<file path="src/csf_pkg.sv">
// constants shared by the clock start-up and fail-safe controller
package csf_pkg;
    // ==========================================================
    // clock rates and timing
    localparam int unsigned SYS_CLK_KHZ = 100000;
    localparam int unsigned CLK_PERIOD_NS = 10;
    localparam int unsigned FAST_OSC_KHZ = 8000;
    localparam int unsigned SLOW_OSC_KHZ = 31;
    localparam int unsigned FAST_DIV = SYS_CLK_KHZ / FAST_OSC_KHZ;
    localparam int unsigned SLOW_DIV = SYS_CLK_KHZ / SLOW_OSC_KHZ;
    localparam int unsigned OST_PERIODS = 1024;
    localparam int unsigned CPU_DELAY_NS = 5000;
    localparam int unsigned CPU_DELAY_CYC = (CPU_DELAY_NS + CLK_PERIOD_NS - 1) / CLK_PERIOD_NS;

    // ==========================================================
    // widths
    localparam int ADDR_W = 4;
    localparam int DATA_W = 8;
    localparam int OST_W = 11;
    localparam int SLOW_W = 12;
    localparam int FAST_W = 4;
    localparam int DLY_W = 10;
    localparam int IFS_W = 3;
    localparam int PRE_W = 7;
    localparam int MODE_W = 3;

    // ==========================================================
    // register map
    localparam logic [ADDR_W-1:0] ADDR_OSC_CTRL = 4'h0;
    localparam logic [ADDR_W-1:0] ADDR_OSC_STAT = 4'h4;
    localparam int CTRL_SCS = 0;
    localparam int CTRL_TWO_SPEED = 1;
    localparam int CTRL_MON_EN = 2;
    localparam int CTRL_DONE = 3;
    localparam int CTRL_IFS_LO = 4;
    localparam int STAT_FAIL_FLAG = 0;
    localparam int STAT_FAILSAFE = 1;
    localparam int STAT_SLEEP = 2;
    localparam logic [IFS_W-1:0] IFS_RESET = 3'h6;
    localparam logic [DATA_W-1:0] RDATA_NONE = 8'h00;

    // ==========================================================
    // clock mode codes on the configuration input
    localparam logic [MODE_W-1:0] MODE_LP = 3'h0;
    localparam logic [MODE_W-1:0] MODE_XT = 3'h1;
    localparam logic [MODE_W-1:0] MODE_HS = 3'h2;
    localparam logic [MODE_W-1:0] MODE_RC = 3'h3;
    localparam logic [MODE_W-1:0] MODE_EC = 3'h4;
    localparam logic [MODE_W-1:0] MODE_INT = 3'h5;

    // system clock source codes
    localparam logic SRC_EXT = 1'b0;
    localparam logic SRC_INT = 1'b1;

    // controller states
    typedef enum logic [2:0] {
        CSF_ST_POWER_UP_DELAY_TIMER,
        CSF_ST_OST,
        CSF_ST_CPU_DLY,
        CSF_ST_RUN,
        CSF_ST_SLEEP
    } csf_state_t;
endpackage

</file>
<file path="src/csf_clock_control.sv">
// clock start-up counter, source selection and fail-safe clock monitor
//
// The address map and the address-and-strobe port were left to the implementer.
`timescale 1ns/100ps
`default_nettype none

module csf_clock_control (
    // clock, reset, enable
    input wire logic clock_in,
    input wire logic reset_n_in,
    input wire logic clk_en_in,
    // register port
    input wire logic [csf_pkg::ADDR_W-1:0] reg_addr_in,
    input wire logic [csf_pkg::DATA_W-1:0] reg_wdata_in,
    input wire logic reg_wr_in,
    input wire logic reg_rd_in,
    output logic [csf_pkg::DATA_W-1:0] reg_rdata_out,
    // configuration and core events
    input wire logic [csf_pkg::MODE_W-1:0] clock_mode_in,
    input wire logic power_up_delay_en_in,
    input wire logic power_up_delay_done_in,
    input wire logic sleep_cmd_in,
    input wire logic wake_in,
    // external oscillator pin
    input wire logic primary_osc_input_pin_in,
    // clock control outputs
    output logic sys_clk_src_out,
    output logic sys_clk_run_out,
    output logic cpu_hold_out,
    output logic ccp_clk_src_out,
    output logic internal_osc_clock_out,
    output logic [csf_pkg::IFS_W-1:0] internal_freq_select_out,
    output logic secondary_osc_pin_gpio_out,
    output logic failsafe_out,
    output logic osc_failure_flag_out
);

    // ==========================================================
    // helpers
    function automatic logic is_crystal(input logic [csf_pkg::MODE_W-1:0] mode);
        is_crystal = (mode == csf_pkg::MODE_LP) || (mode == csf_pkg::MODE_XT)
                     || (mode == csf_pkg::MODE_HS);
    endfunction

    // prescale mask: frequency select 7 is the full fast rate, each step down to 1 halves it; 0 is the slow rate
    function automatic logic [csf_pkg::PRE_W-1:0] pre_mask(input logic [csf_pkg::IFS_W-1:0] ifs);
        pre_mask = csf_pkg::PRE_W'((8'h80 >> ifs) - 8'h01);
    endfunction

    // ==========================================================
    // declarations
    csf_pkg::csf_state_t state_reg, state_next;
    logic failsafe_reg, failsafe_next;
    logic flag_reg;
    logic scs_reg, two_speed_reg, mon_en_reg, done_reg;
    logic [csf_pkg::IFS_W-1:0] ifs_reg;
    logic fast_start_reg;
    logic [csf_pkg::OST_W-1:0] ost_cnt_reg;
    logic [csf_pkg::DLY_W-1:0] dly_cnt_reg;
    logic [csf_pkg::FAST_W-1:0] fast_cnt_reg;
    logic [csf_pkg::SLOW_W-1:0] slow_cnt_reg;
    logic [csf_pkg::PRE_W-1:0] pre_cnt_reg;
    logic pin_prev_reg, edge_seen_reg, mon_armed_reg;
    logic [csf_pkg::DATA_W-1:0] rdata_reg;
    logic src_reg, run_reg, hold_reg, ccp_src_reg, int_tick_reg, gpio_reg;
    logic use_int, pin_edge, fast_tick, slow_tick, osc_on;
    logic mon_active, fail_det, ost_end, dly_end;
    logic wr_ctrl, wr_stat, scs_change, flag_clr;

    // ==========================================================
    // combinational decode
    assign use_int = scs_reg || (clock_mode_in == csf_pkg::MODE_INT);
    assign pin_edge = primary_osc_input_pin_in && !pin_prev_reg;
    assign osc_on = (state_reg != csf_pkg::CSF_ST_SLEEP);
    assign fast_tick = osc_on && (fast_cnt_reg == csf_pkg::FAST_W'(csf_pkg::FAST_DIV - 1));
    assign slow_tick = osc_on && (slow_cnt_reg == csf_pkg::SLOW_W'(csf_pkg::SLOW_DIV - 1));
    assign ost_end = pin_edge && (ost_cnt_reg == csf_pkg::OST_W'(csf_pkg::OST_PERIODS - 1));
    assign dly_end = (dly_cnt_reg == csf_pkg::DLY_W'(csf_pkg::CPU_DELAY_CYC - 1));
    assign wr_ctrl = reg_wr_in && (reg_addr_in == csf_pkg::ADDR_OSC_CTRL);
    assign wr_stat = reg_wr_in && (reg_addr_in == csf_pkg::ADDR_OSC_STAT);
    assign scs_change = wr_ctrl && (reg_wdata_in[csf_pkg::CTRL_SCS] != scs_reg);
    // a clear request only lands once the fail-safe condition is gone
    assign flag_clr = wr_stat && reg_wdata_in[csf_pkg::STAT_FAIL_FLAG] && !failsafe_reg;

    // monitor only watches a running external clock; idle during start-up
    assign mon_active = mon_en_reg && !use_int && !failsafe_reg
                        && (state_reg == csf_pkg::CSF_ST_RUN);
    assign fail_det = mon_active && mon_armed_reg && slow_tick && !edge_seen_reg && !pin_edge;

    // ==========================================================
    // next state and fail-safe
    always_comb
    begin
        state_next = state_reg;
        failsafe_next = failsafe_reg;
        unique case (state_reg)
            csf_pkg::CSF_ST_POWER_UP_DELAY_TIMER:
            begin
                if (is_crystal(clock_mode_in) && !use_int)
                begin
                    if (!power_up_delay_en_in || power_up_delay_done_in)
                        state_next = csf_pkg::CSF_ST_OST;
                end
                else if (use_int)
                    state_next = csf_pkg::CSF_ST_CPU_DLY;
                else
                    state_next = csf_pkg::CSF_ST_RUN;
            end
            csf_pkg::CSF_ST_OST:
            begin
                if (ost_end)
                    state_next = csf_pkg::CSF_ST_RUN;
            end
            csf_pkg::CSF_ST_CPU_DLY:
            begin
                if (dly_end)
                    state_next = csf_pkg::CSF_ST_RUN;
            end
            csf_pkg::CSF_ST_RUN:
            begin
                if (sleep_cmd_in)
                    state_next = csf_pkg::CSF_ST_SLEEP;
            end
            csf_pkg::CSF_ST_SLEEP:
            begin
                // wake skips the power-up delay: crystal counts, internal delays
                if (wake_in && is_crystal(clock_mode_in) && !use_int)
                    state_next = csf_pkg::CSF_ST_OST;
                else if (wake_in && use_int)
                    state_next = csf_pkg::CSF_ST_CPU_DLY;
                else if (wake_in)
                    state_next = csf_pkg::CSF_ST_RUN;
            end
        endcase
        // failure entry and the two ways out of fail-safe
        if (fail_det)
            failsafe_next = 1'b1;
        else if (scs_change || (state_next == csf_pkg::CSF_ST_SLEEP))
            failsafe_next = 1'b0;
    end

    // ==========================================================
    // state registers; clk_en low freezes everything, so a stopped clock keeps all state but loses events seen only then
    always_ff @(posedge clock_in or negedge reset_n_in)
    begin
        if (!reset_n_in)
        begin
            state_reg <= csf_pkg::CSF_ST_POWER_UP_DELAY_TIMER;
            failsafe_reg <= 1'b0;
        end
        else if (clk_en_in)
        begin
            state_reg <= state_next;
            failsafe_reg <= failsafe_next;
        end
    end

    // start-up counter on primary pin edges and cpu delay counter
    always_ff @(posedge clock_in or negedge reset_n_in)
    begin
        if (!reset_n_in)
        begin
            ost_cnt_reg <= '0;
            dly_cnt_reg <= '0;
            pin_prev_reg <= 1'b0;
            fast_start_reg <= 1'b0;
        end
        else if (clk_en_in)
        begin
            pin_prev_reg <= primary_osc_input_pin_in;
            if (state_reg != csf_pkg::CSF_ST_OST)
                ost_cnt_reg <= '0;
            else if (pin_edge)
                ost_cnt_reg <= ost_cnt_reg + 1'b1;
            if (state_reg != csf_pkg::CSF_ST_CPU_DLY)
                dly_cnt_reg <= '0;
            else
                dly_cnt_reg <= dly_cnt_reg + 1'b1;
            // two-speed choice is latched as the count starts
            if (state_reg != csf_pkg::CSF_ST_OST)
                fast_start_reg <= two_speed_reg || mon_en_reg;
        end
    end

    // internal oscillators derived from the system clock, stopped in sleep
    always_ff @(posedge clock_in or negedge reset_n_in)
    begin
        if (!reset_n_in)
        begin
            fast_cnt_reg <= '0;
            slow_cnt_reg <= '0;
            pre_cnt_reg <= '0;
        end
        else if (clk_en_in && osc_on)
        begin
            fast_cnt_reg <= fast_tick ? '0 : fast_cnt_reg + 1'b1;
            slow_cnt_reg <= slow_tick ? '0 : slow_cnt_reg + 1'b1;
            if (fast_tick)
                pre_cnt_reg <= pre_cnt_reg + 1'b1;
        end
    end

    // monitor window: any rising pin edge between two slow ticks proves the clock alive
    always_ff @(posedge clock_in or negedge reset_n_in)
    begin
        if (!reset_n_in)
        begin
            edge_seen_reg <= 1'b0;
            mon_armed_reg <= 1'b0;
        end
        else if (clk_en_in)
        begin
            if (!mon_active)
            begin
                edge_seen_reg <= 1'b0;
                mon_armed_reg <= 1'b0;
            end
            else if (slow_tick)
            begin
                // the first window is partial, so it only arms the check
                edge_seen_reg <= 1'b0;
                mon_armed_reg <= 1'b1;
            end
            else if (pin_edge)
                edge_seen_reg <= 1'b1;
        end
    end

    // software control bits; frequency select stays writable in fail-safe
    always_ff @(posedge clock_in or negedge reset_n_in)
    begin
        if (!reset_n_in)
        begin
            scs_reg <= 1'b0;
            two_speed_reg <= 1'b0;
            mon_en_reg <= 1'b0;
            ifs_reg <= csf_pkg::IFS_RESET;
        end
        else if (clk_en_in && wr_ctrl)
        begin
            scs_reg <= reg_wdata_in[csf_pkg::CTRL_SCS];
            two_speed_reg <= reg_wdata_in[csf_pkg::CTRL_TWO_SPEED];
            mon_en_reg <= reg_wdata_in[csf_pkg::CTRL_MON_EN];
            ifs_reg <= reg_wdata_in[csf_pkg::CTRL_IFS_LO +: csf_pkg::IFS_W];
        end
    end

    // failure flag: a failure in the clearing cycle wins over the clear
    always_ff @(posedge clock_in or negedge reset_n_in)
    begin
        if (!reset_n_in)
            flag_reg <= 1'b0;
        else if (clk_en_in)
        begin
            if (fail_det)
                flag_reg <= 1'b1;
            else if (flag_clr)
                flag_reg <= 1'b0;
        end
    end

    // start-up done: low while the internal clock covers start-up
    always_ff @(posedge clock_in or negedge reset_n_in)
    begin
        if (!reset_n_in)
            done_reg <= 1'b0;
        else if (clk_en_in)
            done_reg <= (state_next == csf_pkg::CSF_ST_RUN);
    end

    // clock outputs; source, ccp source, run and hold computed from next values so they move together
    always_ff @(posedge clock_in or negedge reset_n_in)
    begin
        if (!reset_n_in)
        begin
            src_reg <= csf_pkg::SRC_INT;
            run_reg <= 1'b0;
            hold_reg <= 1'b1;
            ccp_src_reg <= csf_pkg::SRC_INT;
            int_tick_reg <= 1'b0;
            gpio_reg <= 1'b0;
        end
        else if (clk_en_in)
        begin
            // internal while starting, in fail-safe or when selected
            src_reg <= (state_next != csf_pkg::CSF_ST_RUN) || failsafe_next || use_int
                       ? csf_pkg::SRC_INT : csf_pkg::SRC_EXT;
            ccp_src_reg <= (failsafe_next || use_int)
                           ? csf_pkg::SRC_INT : csf_pkg::SRC_EXT;
            run_reg <= (state_next != csf_pkg::CSF_ST_SLEEP);
            hold_reg <= (state_next == csf_pkg::CSF_ST_POWER_UP_DELAY_TIMER)
                        || (state_next == csf_pkg::CSF_ST_CPU_DLY)
                        || (state_next == csf_pkg::CSF_ST_SLEEP)
                        || ((state_next == csf_pkg::CSF_ST_OST)
                            && !(two_speed_reg || mon_en_reg));
            int_tick_reg <= (ifs_reg == '0) ? slow_tick
                            : (fast_tick && ((pre_cnt_reg & pre_mask(ifs_reg)) == pre_mask(ifs_reg)));
            gpio_reg <= (clock_mode_in == csf_pkg::MODE_EC);
        end
    end

    // register read, answered in the following cycle
    always_ff @(posedge clock_in or negedge reset_n_in)
    begin
        if (!reset_n_in)
            rdata_reg <= csf_pkg::RDATA_NONE;
        else if (clk_en_in)
        begin
            rdata_reg <= csf_pkg::RDATA_NONE;
            if (reg_rd_in && (reg_addr_in == csf_pkg::ADDR_OSC_CTRL))
            begin
                rdata_reg[csf_pkg::CTRL_SCS] <= scs_reg;
                rdata_reg[csf_pkg::CTRL_TWO_SPEED] <= two_speed_reg;
                rdata_reg[csf_pkg::CTRL_MON_EN] <= mon_en_reg;
                rdata_reg[csf_pkg::CTRL_DONE] <= done_reg;
                rdata_reg[csf_pkg::CTRL_IFS_LO +: csf_pkg::IFS_W] <= ifs_reg;
            end
            else if (reg_rd_in && (reg_addr_in == csf_pkg::ADDR_OSC_STAT))
            begin
                rdata_reg[csf_pkg::STAT_FAIL_FLAG] <= flag_reg;
                rdata_reg[csf_pkg::STAT_FAILSAFE] <= failsafe_reg;
                rdata_reg[csf_pkg::STAT_SLEEP] <= !run_reg;
            end
        end
    end

    // ==========================================================
    // output wiring
    assign reg_rdata_out = rdata_reg;
    assign sys_clk_src_out = src_reg;
    assign sys_clk_run_out = run_reg;
    assign cpu_hold_out = hold_reg;
    assign ccp_clk_src_out = ccp_src_reg;
    assign internal_osc_clock_out = int_tick_reg;
    assign internal_freq_select_out = ifs_reg;
    assign secondary_osc_pin_gpio_out = gpio_reg;
    assign failsafe_out = failsafe_reg;
    assign osc_failure_flag_out = flag_reg;
endmodule // csf_clock_control

`default_nettype wire

</file>
<file path="config.mk">
export PLATFORM = sky130hd
export DESIGN_NAME = csf_clock_control
export DESIGN_NICKNAME = d
export VERILOG_FILES = /design/src/csf_pkg.sv /design/src/csf_clock_control.sv
export SDC_FILE = /design/constraint.sdc
export NUM_CORES = 1
export LEC_CHECK = 0
export BUFFER_PORTS_ARGS = -buffer_cell sky130_fd_sc_hd__buf_2
export CAP_MARGIN = 10
export CORE_ASPECT_RATIO = 0.75
export CORE_UTILIZATION = 30
export DETAILED_ROUTE_END_ITERATION = 10
export PLACE_DENSITY = 0.55
export SYNTH_ARGS = -nofsm -noshare
export SYNTH_HDL_FRONTEND = slang
export SYNTH_SLANG_ARGS = --single-unit
</file>
<file path="constraint.sdc">
create_clock -name clock_in -period 5.3 [get_ports clock_in]
set_clock_uncertainty 0.1 [all_clocks]
set_input_delay 1.06 -clock clock_in [delete_from_list [all_inputs] [get_ports clock_in]]
set_output_delay 1.06 -clock clock_in [all_outputs]
set_load 0.01 [all_outputs]
</file>
**Word level (Yosys, flattened, before mapping)**

Cells that the tools add are included.
W data, S select, Z words.

- Register bits after elaboration: 72
- Input port bits: 25
- Output and inout port bits: 19
- Logic and storage cells: 145

- Add/subtract/negate cells: 6
- Eq/ne operators: 26
- Shift operators: 1
- Multiplexer cells: 30
- Bitwise logic cells: 1
- Reduce and logical (&&, ||, !) cells: 58

Operator list:

| operator | count |
|---|---|
| $mux W3 | 10 |
| $logic_and A1 B1 Y1 | 26 |
| $mux W11 | 2 |
| $eq A3 B2 Y1 const B | 5 |
| $pmux W3 S5 | 1 |
| $mux W1 | 13 |
| $add A12 B1 Y12 const B | 1 |
| $eq A12 B12 Y1 const B | 1 |
| $eq A3 B3 Y1 const B | 4 |
| $logic_not A3 Y1 | 4 |
| $logic_or A1 B1 Y1 | 12 |
| $mux W12 | 1 |
| $add A11 B1 Y11 const B | 1 |
| $eq A11 B10 Y1 const B | 1 |
| $add A10 B1 Y10 const B | 1 |
| $eq A10 B9 Y1 const B | 1 |
| $mux W10 | 1 |
| $reduce_and A2 Y1 | 5 |
| $eq A3 B1 Y1 const B | 3 |
| $ne A3 B3 Y1 const B | 3 |
| $logic_not A1 Y1 | 8 |
| $mux W4 | 2 |
| $shr A8 B3 Y7 const A | 1 |
| $add A7 B1 Y7 const B | 1 |
| other kinds (12) | 14 |

**Depth between registers and ports, before layout**

- Depth in word-level cells: 14
- Depth in mapped cells: 8
- Gate-level depth less buffers: 8

**Worst setup path before layout**

Ideal clock, no wire load.

- Kind: in2reg
- From: in reg_addr_in[1] in the netlist's numbering
- To: reg ifs_reg, in the netlist internal_freq_select_out[0]
- Library setup time: 0.125 ns
- Arrival: 2.235 ns
- Data required time: 5.075 ns
- Slack: 2.840 ns
- Cell stages on the path: 4
- Path buffers: 1
- Cells stage by stage: nor4_1 -> and3_1 -> clkbuf_1 -> mux2_2

- Cells in the longest elaborated chain, start to end: 3

RTL lines:

| item | RTL line | RTL |
|---|---|---|
| start: declaration | csf_clock_control.sv:13 | `input wire logic [csf_pkg::ADDR_W-1:0] reg_addr_in,` |
| $logic_not A4 Y1 | csf_clock_control.sv:79 | `assign wr_ctrl = reg_wr_in && (reg_addr_in == csf_pkg::ADDR_OSC_CTRL);` |
| $logic_and A1 B1 Y1 | csf_clock_control.sv:79 |  |
| $logic_and A1 B1 Y1 | csf_clock_control.sv:239 | `else if (clk_en_in && wr_ctrl)` |
| end signal: assignment | csf_clock_control.sv:237 | `ifs_reg <= csf_pkg::IFS_RESET;` |
| end signal: assignment | csf_clock_control.sv:244 | `ifs_reg <= reg_wdata_in[csf_pkg::CTRL_IFS_LO +: csf_pkg::IFS_W];` |
| end: declaration | csf_clock_control.sv:56 | `logic [csf_pkg::IFS_W-1:0] ifs_reg;` |

No other way between the ends.
A chain may end at the register's enable or synchronous reset.

**Final worst setup path**

- From: in clk_en_in
- To: reg slow_cnt_reg[11] in the netlist's numbering

- Cells in the longest elaborated chain, start to end: 1

RTL lines:

| item | RTL line | RTL |
|---|---|---|
| start: declaration | csf_clock_control.sv:11 | `input wire logic clk_en_in,` |
| $logic_and A1 B1 Y1 | csf_clock_control.sv:194 | `else if (clk_en_in && osc_on)` |
| end signal: assignment | csf_clock_control.sv:197 | `slow_cnt_reg <= slow_tick ? '0 : slow_cnt_reg + 1'b1;` |
| end: declaration | csf_clock_control.sv:61 | `logic [csf_pkg::SLOW_W-1:0] slow_cnt_reg;` |

No other way between the ends.

==> impl_metrics.toml <==
[logic_synthesis]
yosys_warnings = 0
ys_seq_area_frac = 0.489
synthCells = 375
synth_area_leader_cell = "dfrtp_1"
avgSynthCellArea_um2 = 9.87
syn_area_um2 = 3700
ys_seq_elements = 72
ys.flop_type = "dfrtp_1"
synthTopCellsByCount = "dfrtp_1 (67), nand2_1 (35), nor2_1 (32), o21ai_0 (29), a21oi_1 (15)"
synth_top_area_frac = 0.453
async_reset_ff_frac = 1.00
syn_nets = 407
synth_area_leaders = "dfrtp_1 (45%), o21ai_0 (3.9%), dfstp_2 (3.6%)"
synth.most_common_cell = "dfrtp_1"
yosysUniqueCellTypes = 59
synth_edf_count = 0

[die]
start_util = 0.314
core_um2 = 11800
die_h_um = 98.2
fp.dieW_um = 130
rows = 34
num_io_pins = 44
die_area_um2 = 12800

[route]
drt_iter0_drc = 198
vias = 2935
via_per_inst = 5.07
ant_nets = 0
wirelength_um = 8500
dr.pass1.iters = 4
drc = 0
wl_per_cell_um = 14.7

[power]
p_int_w = 0.00123
power.share.sequential = 0.433
power_switching_w = 0.000529
p_leak_nw = 1.96
switching_share = 0.302
ir_drop_v = 0.000173
pwr-share-clk = 0.376
finalPower_w = 0.00175
power_density_nw_per_um2 = 401
p_comb_frac = 0.191

[worst_setup_path]
cp_max_fo = 46
critical_path_class = "input pin to flip-flop"
arrival_ns = 2.75
crit_path_start = "clk_en_in"
r2r-start = "state_reg[0]$_DFFE_PN0P_"
critPathLaunchType = "input pin"
r2r_slack_ns = 2.98
end_kind = "flip-flop"
cp_data_required_time_ns = 5.41

[job]
cap_violations = 0

[sta]
max_freq_ghz = 0.379
hold_violations = 0
setup_violations = 0
drv_slew = 0
worst_pin_slew_ns = 0.949
relSlewSlack = 0.367
fin_crit_sh = 0.498
tns_ns = 0
fin_crit_ns = 2.64
grt_setup_unrepaired = "no"

[grt]
grt_pass1_wl_um = 14200
grt_use_met2 = 0.207
top_usage_layer = "met2"
grt_usage = 0.144
grt_pass1_vias = 2787
grt_max_degree = 47
grt_use_met3 = 0.0395
grtUsageMet1 = 0.207
grt-ovfl-total = 0
antenna_found_initial = 0

[placement]
port_buffers = 40
place_congestion = 0.766
dp.cells = 564
hpwl_um = 6030

[cts]
clk_pin_slew_ns = 0.06
cts_sinks = 72
clockBufferDepth = 2
cts_tree = "done"
clkLatencyLatePin_ns = 0.34
cts_resized = 0
h-tree-depth = 3
post_cts.repair.setup_buffers = 0
cts_hold_buf = 0
cts_made_buffers = 9
cts-root-buf = "clkbuf_16"

[cells_and_area]
final_nets = 445
drive_gt1_frac = 0.194
final_cell_count_no_fill = 579
diodes = 0
utilization = 0.371
largest_reg_flops = 12
syn2layout_area_growth_pct = 18.2

[run_status]
status = "completed"

[min_path]
hold_class = "flip-flop to flip-flop"
worstHoldStart = "ccp_clk_src_out$_DFFE_PN1P_"
final cells by class:
| cell class | count | area, µm² |
|---|---|---|
| fill | 1183 | 7410 |
| tap | 162 | 203 |
| multi-input combinational | 278 | 1790 |
| sequential | 72 | 1810 |
| clock buffer | 12 | 256 |
| clock inverter | 3 | 65.1 |
| timing repair buffer | 42 | 215 |
| inverter | 10 | 37.5 |
metrics by stage:
step                      cell area (µm²)  setup WS [ns]  hold WS [ns]
after global placement               4050           2.35         0.366
after floorplan                      3700           2.84         0.350
after detailed placement             4050           2.31         0.378
final                                4370           2.66         0.387
after global routing                 4370           2.52         0.406
after CTS                            4370           2.69         0.388
cells in the final DEF, fill, tap and decap left out, types with 8 or more instances in the layout:
cell	n
dfrtp_1	67
buf_2	40
nand2_1	35
nor2_1	32
o21ai_0	29
a21oi_1	15
xnor2_1	13
nand3_1	12
and3_1	12
xor2_1	12
nand4_1	11
mux2_2	10
nor3_1	9
clkbuf_16	9
inv_1	8
critical path, cell delays in order:
cell and delay, ns:
buf_2 0.12, buf_4 0.40, nand2_1 0.29, nor4_2 0.52, nand3_1 0.15, xor2_1 0.16, nor2_1 0.05
power by group through the flow:
stage	Sequential, W	Clock [W]	Combinational, W
finish	0.000759	0.000660	0.000335
global placement	0.000763	0	0.000328
floorplan	0.000727	0	0.000261
CTS	0.000757	0.000677	0.000339
detailed placement	0.000767	0	0.000336
global route	0.000777	0.000700	0.000381
logic make-up after synthesis:
group           share of synthesized area
buf+inv                            0.0284
compound gates                      0.149
xor+xnor                           0.0592
mux                                0.0331
other cells                       0.00101
simple gates                        0.217
fa+ha+maj                          0.0237
flops                               0.489
path summary, 6_finish.rpt:
check | end | cells past startpoint
setup / recovery | slow_cnt_reg[11]$_DFFE_PN0P_ | 7
hold / removal | ccp_clk_src_out$_DFFE_PN1P_ | 2
setup reg to reg | internal_osc_clock_out$_DFFE_PN0P_ | 6
hold reg to reg | ccp_clk_src_out$_DFFE_PN1P_ | 2
max in group asynchronous | internal_freq_select_out[1]$_DFFE_PN1P_ | 2
min in group asynchronous | internal_freq_select_out[0]$_DFFE_PN0P_ | 1
metal layers:
metal  wire (µm)  share of wire  vias to the layer above
li1            -              -                     1423
met2        3640           0.43                       50
met1        4420           0.52                     1446
met5           0              0                        -
met4         143          0.017                        0
met3         301          0.035                       16
Power figures use the tool's default switching activity.
